--- src/rtl/seci_pkg.sv ---
// What this block does
// - Instruction: one start bit, 2-bit opcode, 6-bit address, then data if carried.
// - Instruction state holds unchanged while the serial clock stops; resumes on restart.
// - Only read drives array data onto the serial output.
// - Decoded read loads the addressed 16-bit word into a shift register.
// - Read sends one dummy zero, then 16 data bits, MSB first.
// - Read data on the output changes only on serial clock rising edges.
// - Read continues at next address while select high, wrapping 63 to 0.
// - Write-enable latch is cleared at power-up.
// - Write, fill-all, erase, clear-all are ignored unless write-enable latch set.
// - Write-enable latch stays set until disable instruction or power removal.
// - Enable and disable instructions do not affect reads.
// - Select falling after programming instruction starts self-timed cycle, erase first.
// - Select high after up to 500 ns (five reference cycles) shows busy low, ready high.
// - Select high, input high, rising clock clears ready/busy indication.
// - Fill-all programs all 64 words with data, address ignored, status as write.
// - Single erase starts on select fall; status shown as for write.
// - Clear-all sets every array bit to one.
// - Opcodes: read 10, write 01, erase 11, then 6-bit address.
// - Opcode 00 by top address bits: 11 enable, 01 fill, 00 disable, 10 clear.
// - With not exactly 16 data bits, last 16 bits received are the word.
// - Serial output is high impedance whenever select is low.
// - Self-timed programming finishes within 10 ms.
//
// Purpose: constants and types for the serial nonvolatile command interface
// Assumes: 10 MHz reference clock
// Notes:   array is 64 words of 16 bits
package seci_pkg;

   // array geometry
   localparam int unsigned WORD_W     = 16;
   localparam int unsigned ADDR_W     = 6;
   localparam int unsigned WORDS      = 64;
   localparam int unsigned CMD_BITS   = 8;   // opcode plus address after start bit
   localparam int unsigned FIFO_DEPTH = 16;
   localparam int unsigned SYNC_W     = 3;

   // opcodes and extended selectors
   localparam logic [1:0] OPC_EXT   = 2'h0;
   localparam logic [1:0] OPC_WRITE = 2'h1;
   localparam logic [1:0] OPC_READ  = 2'h2;
   localparam logic [1:0] OPC_ERASE = 2'h3;
   localparam logic [1:0] EXT_DIS   = 2'h0;
   localparam logic [1:0] EXT_FILL  = 2'h1;
   localparam logic [1:0] EXT_CLEAR = 2'h2;
   localparam logic [1:0] EXT_EN    = 2'h3;

   localparam logic [WORD_W-1:0] ERASED_WORD = 16'hFFFF;

   // timing
   localparam int unsigned CLK_PERIOD_NS = 100;
   localparam int unsigned PROG_TIME_MS  = 10;
   localparam int unsigned PROG_CYCLES   = (PROG_TIME_MS * 1000000) / CLK_PERIOD_NS;

   // synchronised pins
   typedef struct packed {
      logic sel;
      logic sck;
      logic sdi;
   } seci_pins_s;

   typedef enum logic [1:0] {
      OP_WRITE,
      OP_FILL,
      OP_ERASE,
      OP_CLEAR
   } seci_op_e;

   // programming job
   typedef struct packed {
      seci_op_e            op;
      logic [ADDR_W-1:0]   addr;
      logic [WORD_W-1:0]   data;
   } seci_job_s;

   typedef enum logic [2:0] {
      ST_IDLE,
      ST_CMD,
      ST_DATA,
      ST_ARMED,
      ST_READ,
      ST_DONE
   } seci_state_e;

endpackage : seci_pkg

--- src/rtl/seci_top.sv ---
// Purpose: command decoder, array and serial output of the nonvolatile memory
// Assumes: serial pins are asynchronous to ref_clk and at most a tenth of its rate
// Notes:   array contents are not reset; programming is self-timed
`timescale 1ns/1ps

////////////////////////////////////////////////////////////////////////////////
// read prefetch buffer
module seci_fifo #(
   parameter int unsigned W     = 16,
   parameter int unsigned DEPTH = 16
) (
   // clock and reset
   input  wire logic         clk,
   input  wire logic         rst_n,
   input  wire logic         flush,
   // fill side
   input  wire logic         in_valid,
   output logic             in_ready,
   input  wire logic [W-1:0] in_data,
   // drain side
   output logic             out_valid,
   input  wire logic         out_ready,
   output logic [W-1:0]     out_data
);
   localparam int unsigned PW = $clog2(DEPTH);

   logic [W-1:0] store [DEPTH];
   logic [PW:0]  wr_ptr;
   logic [PW:0]  rd_ptr;
   logic         push;
   logic         pop;

   // full when pointers differ only in the wrap bit
   assign in_ready  = (wr_ptr ^ rd_ptr) != {1'b1, {PW{1'b0}}};
   assign out_valid = wr_ptr != rd_ptr;
   assign out_data  = store[rd_ptr[PW-1:0]];
   assign push      = in_valid && in_ready;
   assign pop       = out_valid && out_ready;

   // pointers
   always_ff @(posedge clk) begin
      if (!rst_n || flush) begin
         wr_ptr <= '0;
         rd_ptr <= '0;
      end else begin
         if (push) wr_ptr <= wr_ptr + 1'b1;
         if (pop) rd_ptr <= rd_ptr + 1'b1;
      end
   end

   // storage
   always_ff @(posedge clk) begin
      if (push) store[wr_ptr[PW-1:0]] <= in_data;
   end
endmodule : seci_fifo

////////////////////////////////////////////////////////////////////////////////
module seci_top import seci_pkg::*; #(
   parameter int unsigned PROG_CYCLES_P = PROG_CYCLES,
   parameter int unsigned FIFO_DEPTH_P  = FIFO_DEPTH
) (
   // clock and reset
   input  wire logic ref_clk,
   input  wire logic rst_n,
   // serial link pins
   input  wire logic select_pin,
   input  wire logic serial_clock,
   input  wire logic serial_in,
   output logic      serial_out,
   output logic      serial_out_oe_n
);
   localparam int unsigned PCW = $clog2(PROG_CYCLES_P + 1);

   seci_pins_s                 pin_s1;
   seci_pins_s                 pin_s2;
   seci_pins_s                 pin_s3;
   seci_pins_s                 pin_f;
   seci_pins_s                 pin_fp;
   logic                       sck_rise;
   logic                       sel_fall;
   seci_state_e                state;
   seci_state_e                next_state_dec;
   logic [2:0]                 bit_cnt;
   logic [CMD_BITS-2:0]        cmd_sr;
   logic [CMD_BITS-1:0]        full_cmd;
   logic [1:0]                 opc;
   logic [ADDR_W-1:0]          adr;
   logic                       decode_now;
   logic                       rd_start;
   logic [WORD_W-1:0]          data_sr;
   logic                       wel;
   seci_op_e                   pend_op;
   logic [ADDR_W-1:0]          pend_addr;
   seci_job_s                  job;
   logic                       prog_start;
   logic                       busy;
   logic                       commit;
   logic [PCW-1:0]             prog_cnt;
   logic                       status_show;
   logic [WORD_W-1:0]          mem [WORDS];
   logic                       rd_active;
   logic [ADDR_W-1:0]          rd_addr;
   logic                       fifo_flush;
   logic                       fifo_in_ready;
   logic                       fifo_out_valid;
   logic                       fifo_pop;
   logic [WORD_W-1:0]          fifo_out_data;
   logic [WORD_W-1:0]          sh_reg;
   logic [4:0]                 sh_cnt;
   logic                       rd_bit;

   /////////////////////////////////////////////////////////////////////////////
   // three-stage synchroniser on the pins
   always_ff @(posedge ref_clk) begin
      if (!rst_n) begin
         pin_s1 <= '0;
         pin_s2 <= '0;
         pin_s3 <= '0;
      end else begin
         pin_s1 <= seci_pins_s'({select_pin, serial_clock, serial_in});
         pin_s2 <= pin_s1;
         pin_s3 <= pin_s2;
      end
   end

   // accept a pin change once stages two and three agree
   always_ff @(posedge ref_clk) begin
      if (!rst_n) begin
         pin_f  <= '0;
         pin_fp <= '0;
      end else begin
         pin_f  <= seci_pins_s'((pin_f & (pin_s2 ^ pin_s3)) | (pin_s3 & ~(pin_s2 ^ pin_s3)));
         pin_fp <= pin_f;
      end
   end

   // the instruction sequencer advances only on a serial clock edge or select change
   assign sck_rise = pin_f.sck && !pin_fp.sck;
   assign sel_fall = !pin_f.sel && pin_fp.sel;

   /////////////////////////////////////////////////////////////////////////////
   // instruction decode
   assign full_cmd   = {cmd_sr, pin_f.sdi};
   assign opc        = full_cmd[CMD_BITS-1 -: 2];
   assign adr        = full_cmd[ADDR_W-1:0];
   assign decode_now = pin_f.sel && sck_rise && (state == ST_CMD) && (bit_cnt == 3'(CMD_BITS - 1));
   assign rd_start   = decode_now && (opc == OPC_READ);

   // next state chosen by opcode and latch
   always_comb begin
      next_state_dec = ST_DONE;
      case (opc)
         OPC_READ:  next_state_dec = ST_READ;
         OPC_WRITE: next_state_dec = wel ? ST_DATA : ST_DONE;
         OPC_ERASE: next_state_dec = wel ? ST_ARMED : ST_DONE;
         default: begin
            case (adr[ADDR_W-1 -: 2])
               EXT_FILL:  next_state_dec = wel ? ST_DATA : ST_DONE;
               EXT_CLEAR: next_state_dec = wel ? ST_ARMED : ST_DONE;
               default:   next_state_dec = ST_DONE;
            endcase
         end
      endcase
   end

   // instruction sequencer
   always_ff @(posedge ref_clk) begin
      if (!rst_n) begin
         state   <= ST_IDLE;
         bit_cnt <= '0;
         cmd_sr  <= '0;
      end else if (!pin_f.sel) begin
         state <= ST_IDLE;
      end else if (sck_rise) begin
         case (state)
            ST_IDLE: begin
               if (pin_f.sdi && !busy) begin
                  state   <= ST_CMD;
                  bit_cnt <= '0;
               end
            end
            ST_CMD: begin
               cmd_sr  <= full_cmd[CMD_BITS-2:0];
               bit_cnt <= 3'(bit_cnt + 1);
               if (bit_cnt == 3'(CMD_BITS - 1)) state <= next_state_dec;
            end
            default: state <= state;
         endcase
      end
   end

   // keeps the last sixteen bits received
   always_ff @(posedge ref_clk) begin
      if (!rst_n) data_sr <= '0;
      else if (pin_f.sel && sck_rise && (state == ST_CMD || state == ST_DATA))
         data_sr <= {data_sr[WORD_W-2:0], pin_f.sdi};
   end

   // write-enable latch, cleared at power-up
   always_ff @(posedge ref_clk) begin
      if (!rst_n) wel <= 1'b0;
      else if (decode_now && opc == OPC_EXT && adr[ADDR_W-1 -: 2] == EXT_EN) wel <= 1'b1;
      else if (decode_now && opc == OPC_EXT && adr[ADDR_W-1 -: 2] == EXT_DIS) wel <= 1'b0;
   end

   // pending programming operation
   always_ff @(posedge ref_clk) begin
      if (!rst_n) begin
         pend_op   <= OP_WRITE;
         pend_addr <= '0;
      end else if (decode_now) begin
         pend_addr <= adr;
         case (opc)
            OPC_WRITE: pend_op <= OP_WRITE;
            OPC_ERASE: pend_op <= OP_ERASE;
            default:   pend_op <= (adr[ADDR_W-1 -: 2] == EXT_CLEAR) ? OP_CLEAR : OP_FILL;
         endcase
      end
   end

   /////////////////////////////////////////////////////////////////////////////
   // self-timed programming
   assign prog_start = sel_fall && (state == ST_DATA || state == ST_ARMED);

   always_ff @(posedge ref_clk) begin
      if (!rst_n) begin
         busy     <= 1'b0;
         commit   <= 1'b0;
         prog_cnt <= '0;
         job      <= '0;
      end else begin
         commit <= 1'b0;
         if (prog_start) begin
            busy     <= 1'b1;
            prog_cnt <= '0;
            job      <= '{op: pend_op, addr: pend_addr, data: data_sr};
         end else if (busy) begin
            if (prog_cnt == PCW'(PROG_CYCLES_P - 1)) begin
               busy   <= 1'b0;
               commit <= 1'b1;
            end else begin
               prog_cnt <= PCW'(prog_cnt + 1'b1);
            end
         end
      end
   end

   // array words; erase-before-write folds into the final value
   for (genvar w = 0; w < WORDS; w++) begin : g_word
      always_ff @(posedge ref_clk) begin
         if (commit && (job.op == OP_FILL || job.op == OP_CLEAR || job.addr == ADDR_W'(w))) begin
            mem[w] <= (job.op == OP_WRITE || job.op == OP_FILL) ? job.data : ERASED_WORD;
         end
      end
   end

   // ready/busy indication; a new start wins over the clear
   always_ff @(posedge ref_clk) begin
      if (!rst_n) status_show <= 1'b0;
      else if (prog_start) status_show <= 1'b1;
      else if (pin_f.sel && pin_f.sdi && sck_rise) status_show <= 1'b0;
   end

   /////////////////////////////////////////////////////////////////////////////
   // read prefetch with address auto-increment
   assign fifo_flush = rd_start || !pin_f.sel;
   assign fifo_pop   = rd_active && (sh_cnt == '0) && fifo_out_valid;

   always_ff @(posedge ref_clk) begin
      if (!rst_n) begin
         rd_active <= 1'b0;
         rd_addr   <= '0;
      end else if (!pin_f.sel) begin
         rd_active <= 1'b0;
      end else if (rd_start) begin
         rd_active <= 1'b1;
         rd_addr   <= adr;
      end else if (rd_active && fifo_in_ready) begin
         rd_addr <= ADDR_W'(rd_addr + 1'b1);
      end
   end

   seci_fifo #(
      .W     (WORD_W),
      .DEPTH (FIFO_DEPTH_P)
   ) u_fifo (
      .clk       (ref_clk),
      .rst_n     (rst_n),
      .flush     (fifo_flush),
      .in_valid  (rd_active && !fifo_flush),
      .in_ready  (fifo_in_ready),
      .in_data   (mem[rd_addr]),
      .out_valid (fifo_out_valid),
      .out_ready (fifo_pop),
      .out_data  (fifo_out_data)
   );

   // parallel-in serial-out shifter
   always_ff @(posedge ref_clk) begin
      if (!rst_n) begin
         sh_reg <= '0;
         sh_cnt <= '0;
         rd_bit <= 1'b0;
      end else if (rd_start) begin
         sh_cnt <= '0;
         rd_bit <= 1'b0;
      end else if (fifo_pop) begin
         sh_reg <= fifo_out_data;
         sh_cnt <= 5'(WORD_W);
      end else if (sck_rise && pin_f.sel && state == ST_READ) begin
         if (sh_cnt != '0) begin
            rd_bit <= sh_reg[WORD_W-1];
            sh_reg <= {sh_reg[WORD_W-2:0], 1'b0};
            sh_cnt <= 5'(sh_cnt - 1'b1);
         end else begin
            rd_bit <= 1'b0;
         end
      end
   end

   // output pin; only read mode carries array data
   always_ff @(posedge ref_clk) begin
      if (!rst_n) begin
         serial_out      <= 1'b0;
         serial_out_oe_n <= 1'b1;
      end else if (!pin_f.sel) begin
         serial_out      <= 1'b0;
         serial_out_oe_n <= 1'b1;
      end else if (state == ST_READ) begin
         serial_out      <= rd_bit;
         serial_out_oe_n <= 1'b0;
      end else if (status_show) begin
         serial_out      <= !busy;
         serial_out_oe_n <= 1'b0;
      end else begin
         serial_out      <= 1'b0;
         serial_out_oe_n <= 1'b1;
      end
   end
endmodule : seci_top

--- config.mk ---
export PLATFORM = sky130hd
export DESIGN_NAME = seci_top
export DESIGN_NICKNAME = d
export VERILOG_FILES = /design/src/rtl/seci_pkg.sv /design/src/rtl/seci_top.sv
export SDC_FILE = /design/constraint.sdc
export NUM_CORES = 1
export LEC_CHECK = 0
export BUFFER_PORTS_ARGS = -buffer_cell sky130_fd_sc_hd__buf_2
export CORE_MARGIN = 5
export CORE_UTILIZATION = 30
export DETAILED_ROUTE_END_ITERATION = 12
export PLACE_DENSITY = 0.48
export SLEW_MARGIN = 20
export SYNTH_ARGS = -nofsm -noshare
export SYNTH_HDL_FRONTEND = slang
export SYNTH_HIERARCHICAL = 1
export SYNTH_SLANG_ARGS = --single-unit
export TNS_END_PERCENT = 30
--- constraint.sdc ---
create_clock -name ref_clk -period 3.5 [get_ports ref_clk]
set_input_delay 0.7 -clock ref_clk [delete_from_list [all_inputs] [get_ports ref_clk]]
set_output_delay 0.7 -clock ref_clk [all_outputs]
set_load 0.02 [all_outputs]
## Word level (Yosys, flattened, before mapping)

Memory sizes are Yosys's and may differ from the RTL's. A register that Yosys moved wholly into a read port is not among the register bits.
Index checks and enable logic that the tools add are counted.

- Bits in registers: 137
- Memory bits (writable): 1280
- Input bits: 5
- Memories: 2

- Add/subtract/negate cells: 6
- Equality and inequality tests: 81
- Multiplexer cells: 167
- Bitwise operators: 11
- Reduce and logical (&&, ||, !) cells: 187

Memory list:

| name | words | width | rd ports | clocked after memory_dff | write ports | line | RTL |
|---|---|---|---|---|---|---|---|
| mem | 64 | 16 | 1 | 1 | 64 | seci_top.sv:100 | `logic [WORD_W-1:0] mem [WORDS];` |
| u_fifo.store | 16 | 16 | 1 | 1 | 1 | seci_top.sv:27 | `logic [W-1:0] store [DEPTH];` |

Operators with widths:

| operator | number |
|---|---|
| $eq 6x6->1 const B | 32 |
| $mux 1 | 143 |
| $eq 6x5->1 const B | 16 |
| $logic_and 1x1->1 | 85 |
| $logic_or 1x1->1 | 70 |
| $mux 16 | 4 |
| $eq 6x4->1 const B | 8 |
| $eq 6x3->1 const B | 4 |
| $mux 6 | 4 |
| $pmux 3 s2 | 3 |
| $add 17x1->17 const B | 1 |
| $eq 17x17->1 const B | 1 |
| $mux 3 | 5 |
| $mux 5 | 3 |
| $eq 6x2->1 const B | 2 |
| $reduce_and 2->1 | 6 |
| $reduce_bool 2->1 | 6 |
| $add 5x1->5 const B | 2 |
| $eq 2x2->1 const B | 5 |
| $pmux 3 s3 | 1 |
| $mux 4 | 2 |
| $reduce_and 4->1 | 2 |
| $add 6x1->6 const B | 1 |
| $and 3x3->3 | 2 |
| 27 further kinds | 44 |

## Longest topological paths before layout

- Word-level depth: 12
- Mapped depth: 11
- Depth with buffers taken out: 9

## By module

Netlist, hierarchy kept.

By module, submodules not included:

| module | instances | cells each | area each (um2) | seq. area each (um2) |
|---|---|---|---|---|
| seci_top | 1 | 2461 | 45158.3 | 33412.0 |
| seci_fifo | 1 | 460 | 10707.8 | 7967.6 |

## Worst setup path after synthesis

Ideal clock, no wire load.

- Path type: flip-flop to flip-flop
- From: register bit_cnt[0]
- To: memory u_fifo.store[11][0] (enable)
- Setup time: 0.374 ns
- Arrival: 2.661 ns
- Required time: 3.126 ns
- Setup slack: 0.465 ns
- Stages on the path, launching flop included: 12
- Path buffers: 3
- Path through: dfxtp_1 -> ha_1 -> ha_1 -> clkbuf_1 -> nand4_2 -> clkbuf_1 -> nand2_1 -> nor2_1 -> inv_1 -> a21oi_1 -> buf_2 -> and3_1

- Word-level cells in the longest chain between the ends: 9

RTL lines:

| item | line | RTL |
|---|---|---|
| start, declared | seci_top.sv:83 | `logic [2:0] bit_cnt;` |
| start signal, assigned | seci_top.sv:184 | `bit_cnt <= 3'(bit_cnt + 1);` |
| $eq 3x3->1 | seci_top.sv:146 | `assign decode_now = pin_f.sel && sck_rise && (state == ST_CMD) && (bit_cnt == 3'(CMD_BITS - 1));` |
| $logic_and 1x1->1 | seci_top.sv:146 |  |
| $logic_and 1x1->1 | seci_top.sv:147 | `assign rd_start = decode_now && (opc == OPC_READ);` |
| $logic_or 1x1->1 | seci_top.sv:266 | `assign fifo_flush = rd_start \|\| !pin_f.sel;` |
| via fifo_flush | seci_top.sv:103 | `logic fifo_flush;` |
| $logic_not 1->1 | seci_top.sv:290 | `.in_valid (rd_active && !fifo_flush),` |
| $logic_and 1x1->1 | seci_top.sv:290 |  |
| $logic_and 1x1->1 | seci_top.sv:37 | `assign push = in_valid && in_ready;` |
| $mux 1 | seci_top.sv:53 | `if (push) store[wr_ptr[PW-1:0]] <= in_data;` |
| $mux 1 (not written as such) | seci_top.sv:53 |  |
| end, declared | seci_top.sv:27 |  |

The timed path passes the listed nets, and every way through them passes these cells.

==> impl_metrics.ini <==
[floorplanning]
die_height_um = 442
die_w_um = 442
start_util = 0.302
num_io_pins = 7
std_cell_rows = 158
die-area_mm2 = 0.195
coreArea_mm2 = 0.185

[setup_path]
cp.required_ns = 3.94
critPathKind = reg -> reg
cp-end-kind = flop
arrival_ns = 3.76
ff2ff_path_depth = 6
reg2reg_to = u_fifo/store[11][15]
crit_path_start_kind = flop
r2r_slack_ns = 0.18
crit_fanout = 23

[timing]
layout_setup_ws_ns = 0.176
slew_violations = 0
fin_crit_sh = 0.950
hold_viol = 0
maxSlewHeadroom = 0.184
setup_viol = 0
clock.fmax_mhz = 301
fin_skew_ns = 0.0329
min_period_ns = 3.32
rsz0062_at_grt = no
worst_pin_slew_ns = 1.21

[global_route]
grt_pass1_wl_um = 206000
first_global_vias = 28655
antenna_found_initial = 5
track_usage = 0.145
grt_max_degree = 67
grt.met3_usage = 0.0264
use_met1 = 0.198
grt_overflow = 0
grt_util_met2 = 0.243
gr-max-usage-layer = met2

[synth]
synth-seq-cells = 1427
async_flop_share = 0
synth.most_common_cell = edfxtp_1
ys_top_cells_by_area = edfxtp_1, mux4_2, dfxtp_1, mux4_1, mux2i_1
synth_cell_types = 67
synth_seq_area_share = 0.741
synthXorXnorAreaFrac = 0.00392
ys.flop_type = edfxtp_1
synth_compound_area_frac = 0.0433
synth_fp_nets = 2940
synth_area_mm2 = 0.0559
yosys.area_share.simple = 0.0425
yosys.area.top_type_share = 0.688
synth_mux_area_frac = 0.150
avgSynthCellArea_um2 = 19.1
synth_top_family_by_area = multiplexers
synth_edf_count = 1280
synthAdderAreaFrac = 0.00314
yosys-top-cells-count = edfxtp_1, mux4_2, a21oi_1
yosysWarnings = 6
syn_inst = 2921
yosysTopAreaCell = edfxtp_1

[clock_tree]
clk_path_buf_depth = 3
clk_latency_ns = 0.80
clkSlewWorstSetupHoldPaths_ns = 0.06
cts_sinks = 1427
numCtsBuffers = 155
cts-root-buf = clkbuf_16
tritoncts = done
htreeDepth = 4
postCtsHoldBufs = 0

[cells_and_area]
syn2layout_area_growth_pct = 16.6
drive_gt1_frac = 0.255
multi_input_area_mm2 = 0.0138
regMostFlops = mem
regArea_mm2 = 0.0414
nets = 3152
largest_reg_flops = 1024
final_area_mm2 = 0.0652
fillers = 17373

[power_and_ir_drop]
max-vdd-ir-drop_mv = 0.487
power_density_mw_per_mm2 = 524
p_leak_uw = 0.0204

[route]
ant_nets = 0
num_vias = 28080
routed_wl_um = 142000
drtIter0Drc = 2477
routedWlPerCell_um = 24.7
drc = 0
first_pass_iters = 6
viasPerCell = 4.90

[placement]
numPortBuffers = 6
pre_cts_slack_ns = -0.0446
place.detailed.hpwl_um = 84800
dpl_cell_area_mm2 = 0.0602
gp_congestion = 0.794

[worst_hold_path]
hold_path_class = in -> reg
min_from = serial_in
hold_depth = 2
whs_endpoint = pin_s1[0]

[run]
max_cap_violations = 0

[run_status]
status = finished clean
==> critical path: stages (launching register included) <==
cell and delay [ns]:
dfxtp_4 0.48, buf_12 0.25, mux4_2 0.52, a22oi_1 0.26, nand2_1 0.21, o21ai_0 0.98, a211oi_4 0.23
==> worst max-delay path by stage <==
| stage | slack [ns] | cells past startpoint | start | endpoint |
|---|---|---|---|---|
| 3_5_place_dp | -0.04 | 4 | flop | u_fifo/store[15][4] |
| 3_3_place_gp | -0.07 | 4 | flop | u_fifo/store[14][5] |
| 2_1_floorplan | 0.47 | 11 | bit_cnt[0] | u_fifo/store[11][0] |
| 5_1_grt | 0.04 | 7 | flop | u_fifo/store[6][0] |
| 6_report | 0.18 | 6 | flop | u_fifo/store[11][15] |
| 4_1_cts | 0.09 | 8 | flop | u_fifo/store[0][1] |
==> logic make-up after synthesis <==
logic type                 after synthesis
xor gates and xnor gates                25
adders and majority gates               14
and+or+nand+nor                        487
AOI/OAI and AO/OA                      362
muxes                                  410
DFF                                   1427
buffers and inverters                  196
==> layout make-up <==
cell class	instances	area share
Clock inverter	74	0.0118
Timing Repair Buffer	229	0.0294
Antenna cell	3	0.000115
Sequential cell	1427	0.635
Inverter	22	0.00129
Clock buffer	203	0.0632
Tap cell	2480	0.0476
Multi-Input combinational cell	1298	0.211
==> layout by cell type, fill, tap and decap left out, drive strengths merged, types with 4 or more instances in the layout <==
| master | synthesis | routed |
|---|---|---|
| o32ai | 8 | 8 |
| clkinv | 0 | 54 |
| or2 | 26 | 26 |
| nand2 | 133 | 133 |
| mux2i | 83 | 83 |
| nand4 | 9 | 9 |
| nor2b | 56 | 56 |
| dfxtp | 147 | 147 |
| mux4 | 325 | 325 |
| o21a | 21 | 21 |
| nor2 | 128 | 128 |
| xnor2 | 16 | 16 |
| ha | 14 | 14 |
| edfxtp | 1280 | 1280 |
| a22o | 11 | 11 |
| a21oi | 150 | 150 |
| xor2 | 9 | 9 |
| nor3 | 27 | 27 |
| a221oi | 5 | 5 |
| a211oi | 27 | 27 |
| bufinv | 0 | 8 |
| and3 | 18 | 18 |
| inv | 22 | 33 |
| and4 | 4 | 4 |
| and2 | 15 | 15 |
| buf | 87 | 229 |
| nand2b | 18 | 18 |
| nand3 | 32 | 32 |
| clkbuf | 87 | 203 |
| a31oi | 10 | 10 |
| a22oi | 67 | 67 |
| nor4 | 9 | 9 |
| o21ai | 19 | 19 |
| o22ai | 27 | 27 |
==> stage by stage <==
step | power, µW | instances | util | hold WS [ns] | TNS [ns]
2_1_floorplan | 18700 | 2921 | - | 0.412 | 0
3_3_place_gp | 18700 | 5456 | 0.325 | 0.424 | -1.26
3_5_place_dp | 18700 | 5456 | 0.325 | 0.422 | -1.32
4_1_cts | 34600 | 5733 | 0.352 | 0.0790 | 0
5_1_grt | 35300 | 5733 | 0.352 | 0.117 | 0
6_report | 34100 | 5736 | 0.352 | 0.136 | 0
==> metal layers <==
metal  wire length [µm]  vias to the layer above
met5                  0                        -
met4               2530                        0
met3               6840                      177
met2              70100                      654
met1              62100                    14935
li1                   -                    12314
==> timing repair <==
action                     CTS  global route
resized for setup            3             2
setup endpoints to repair   48            32
setup buffers                0             0
==> report_power, final <==
group	switching (µW)	internal (µW)	leakage, µW
sequential	1.80	18300	0.0130
clock	6840	8980	0.00239
combinational	30.2	6.37	0.00500
total	6870	27300	0.0204
Note: power is estimated with default switching activity, not from simulation.
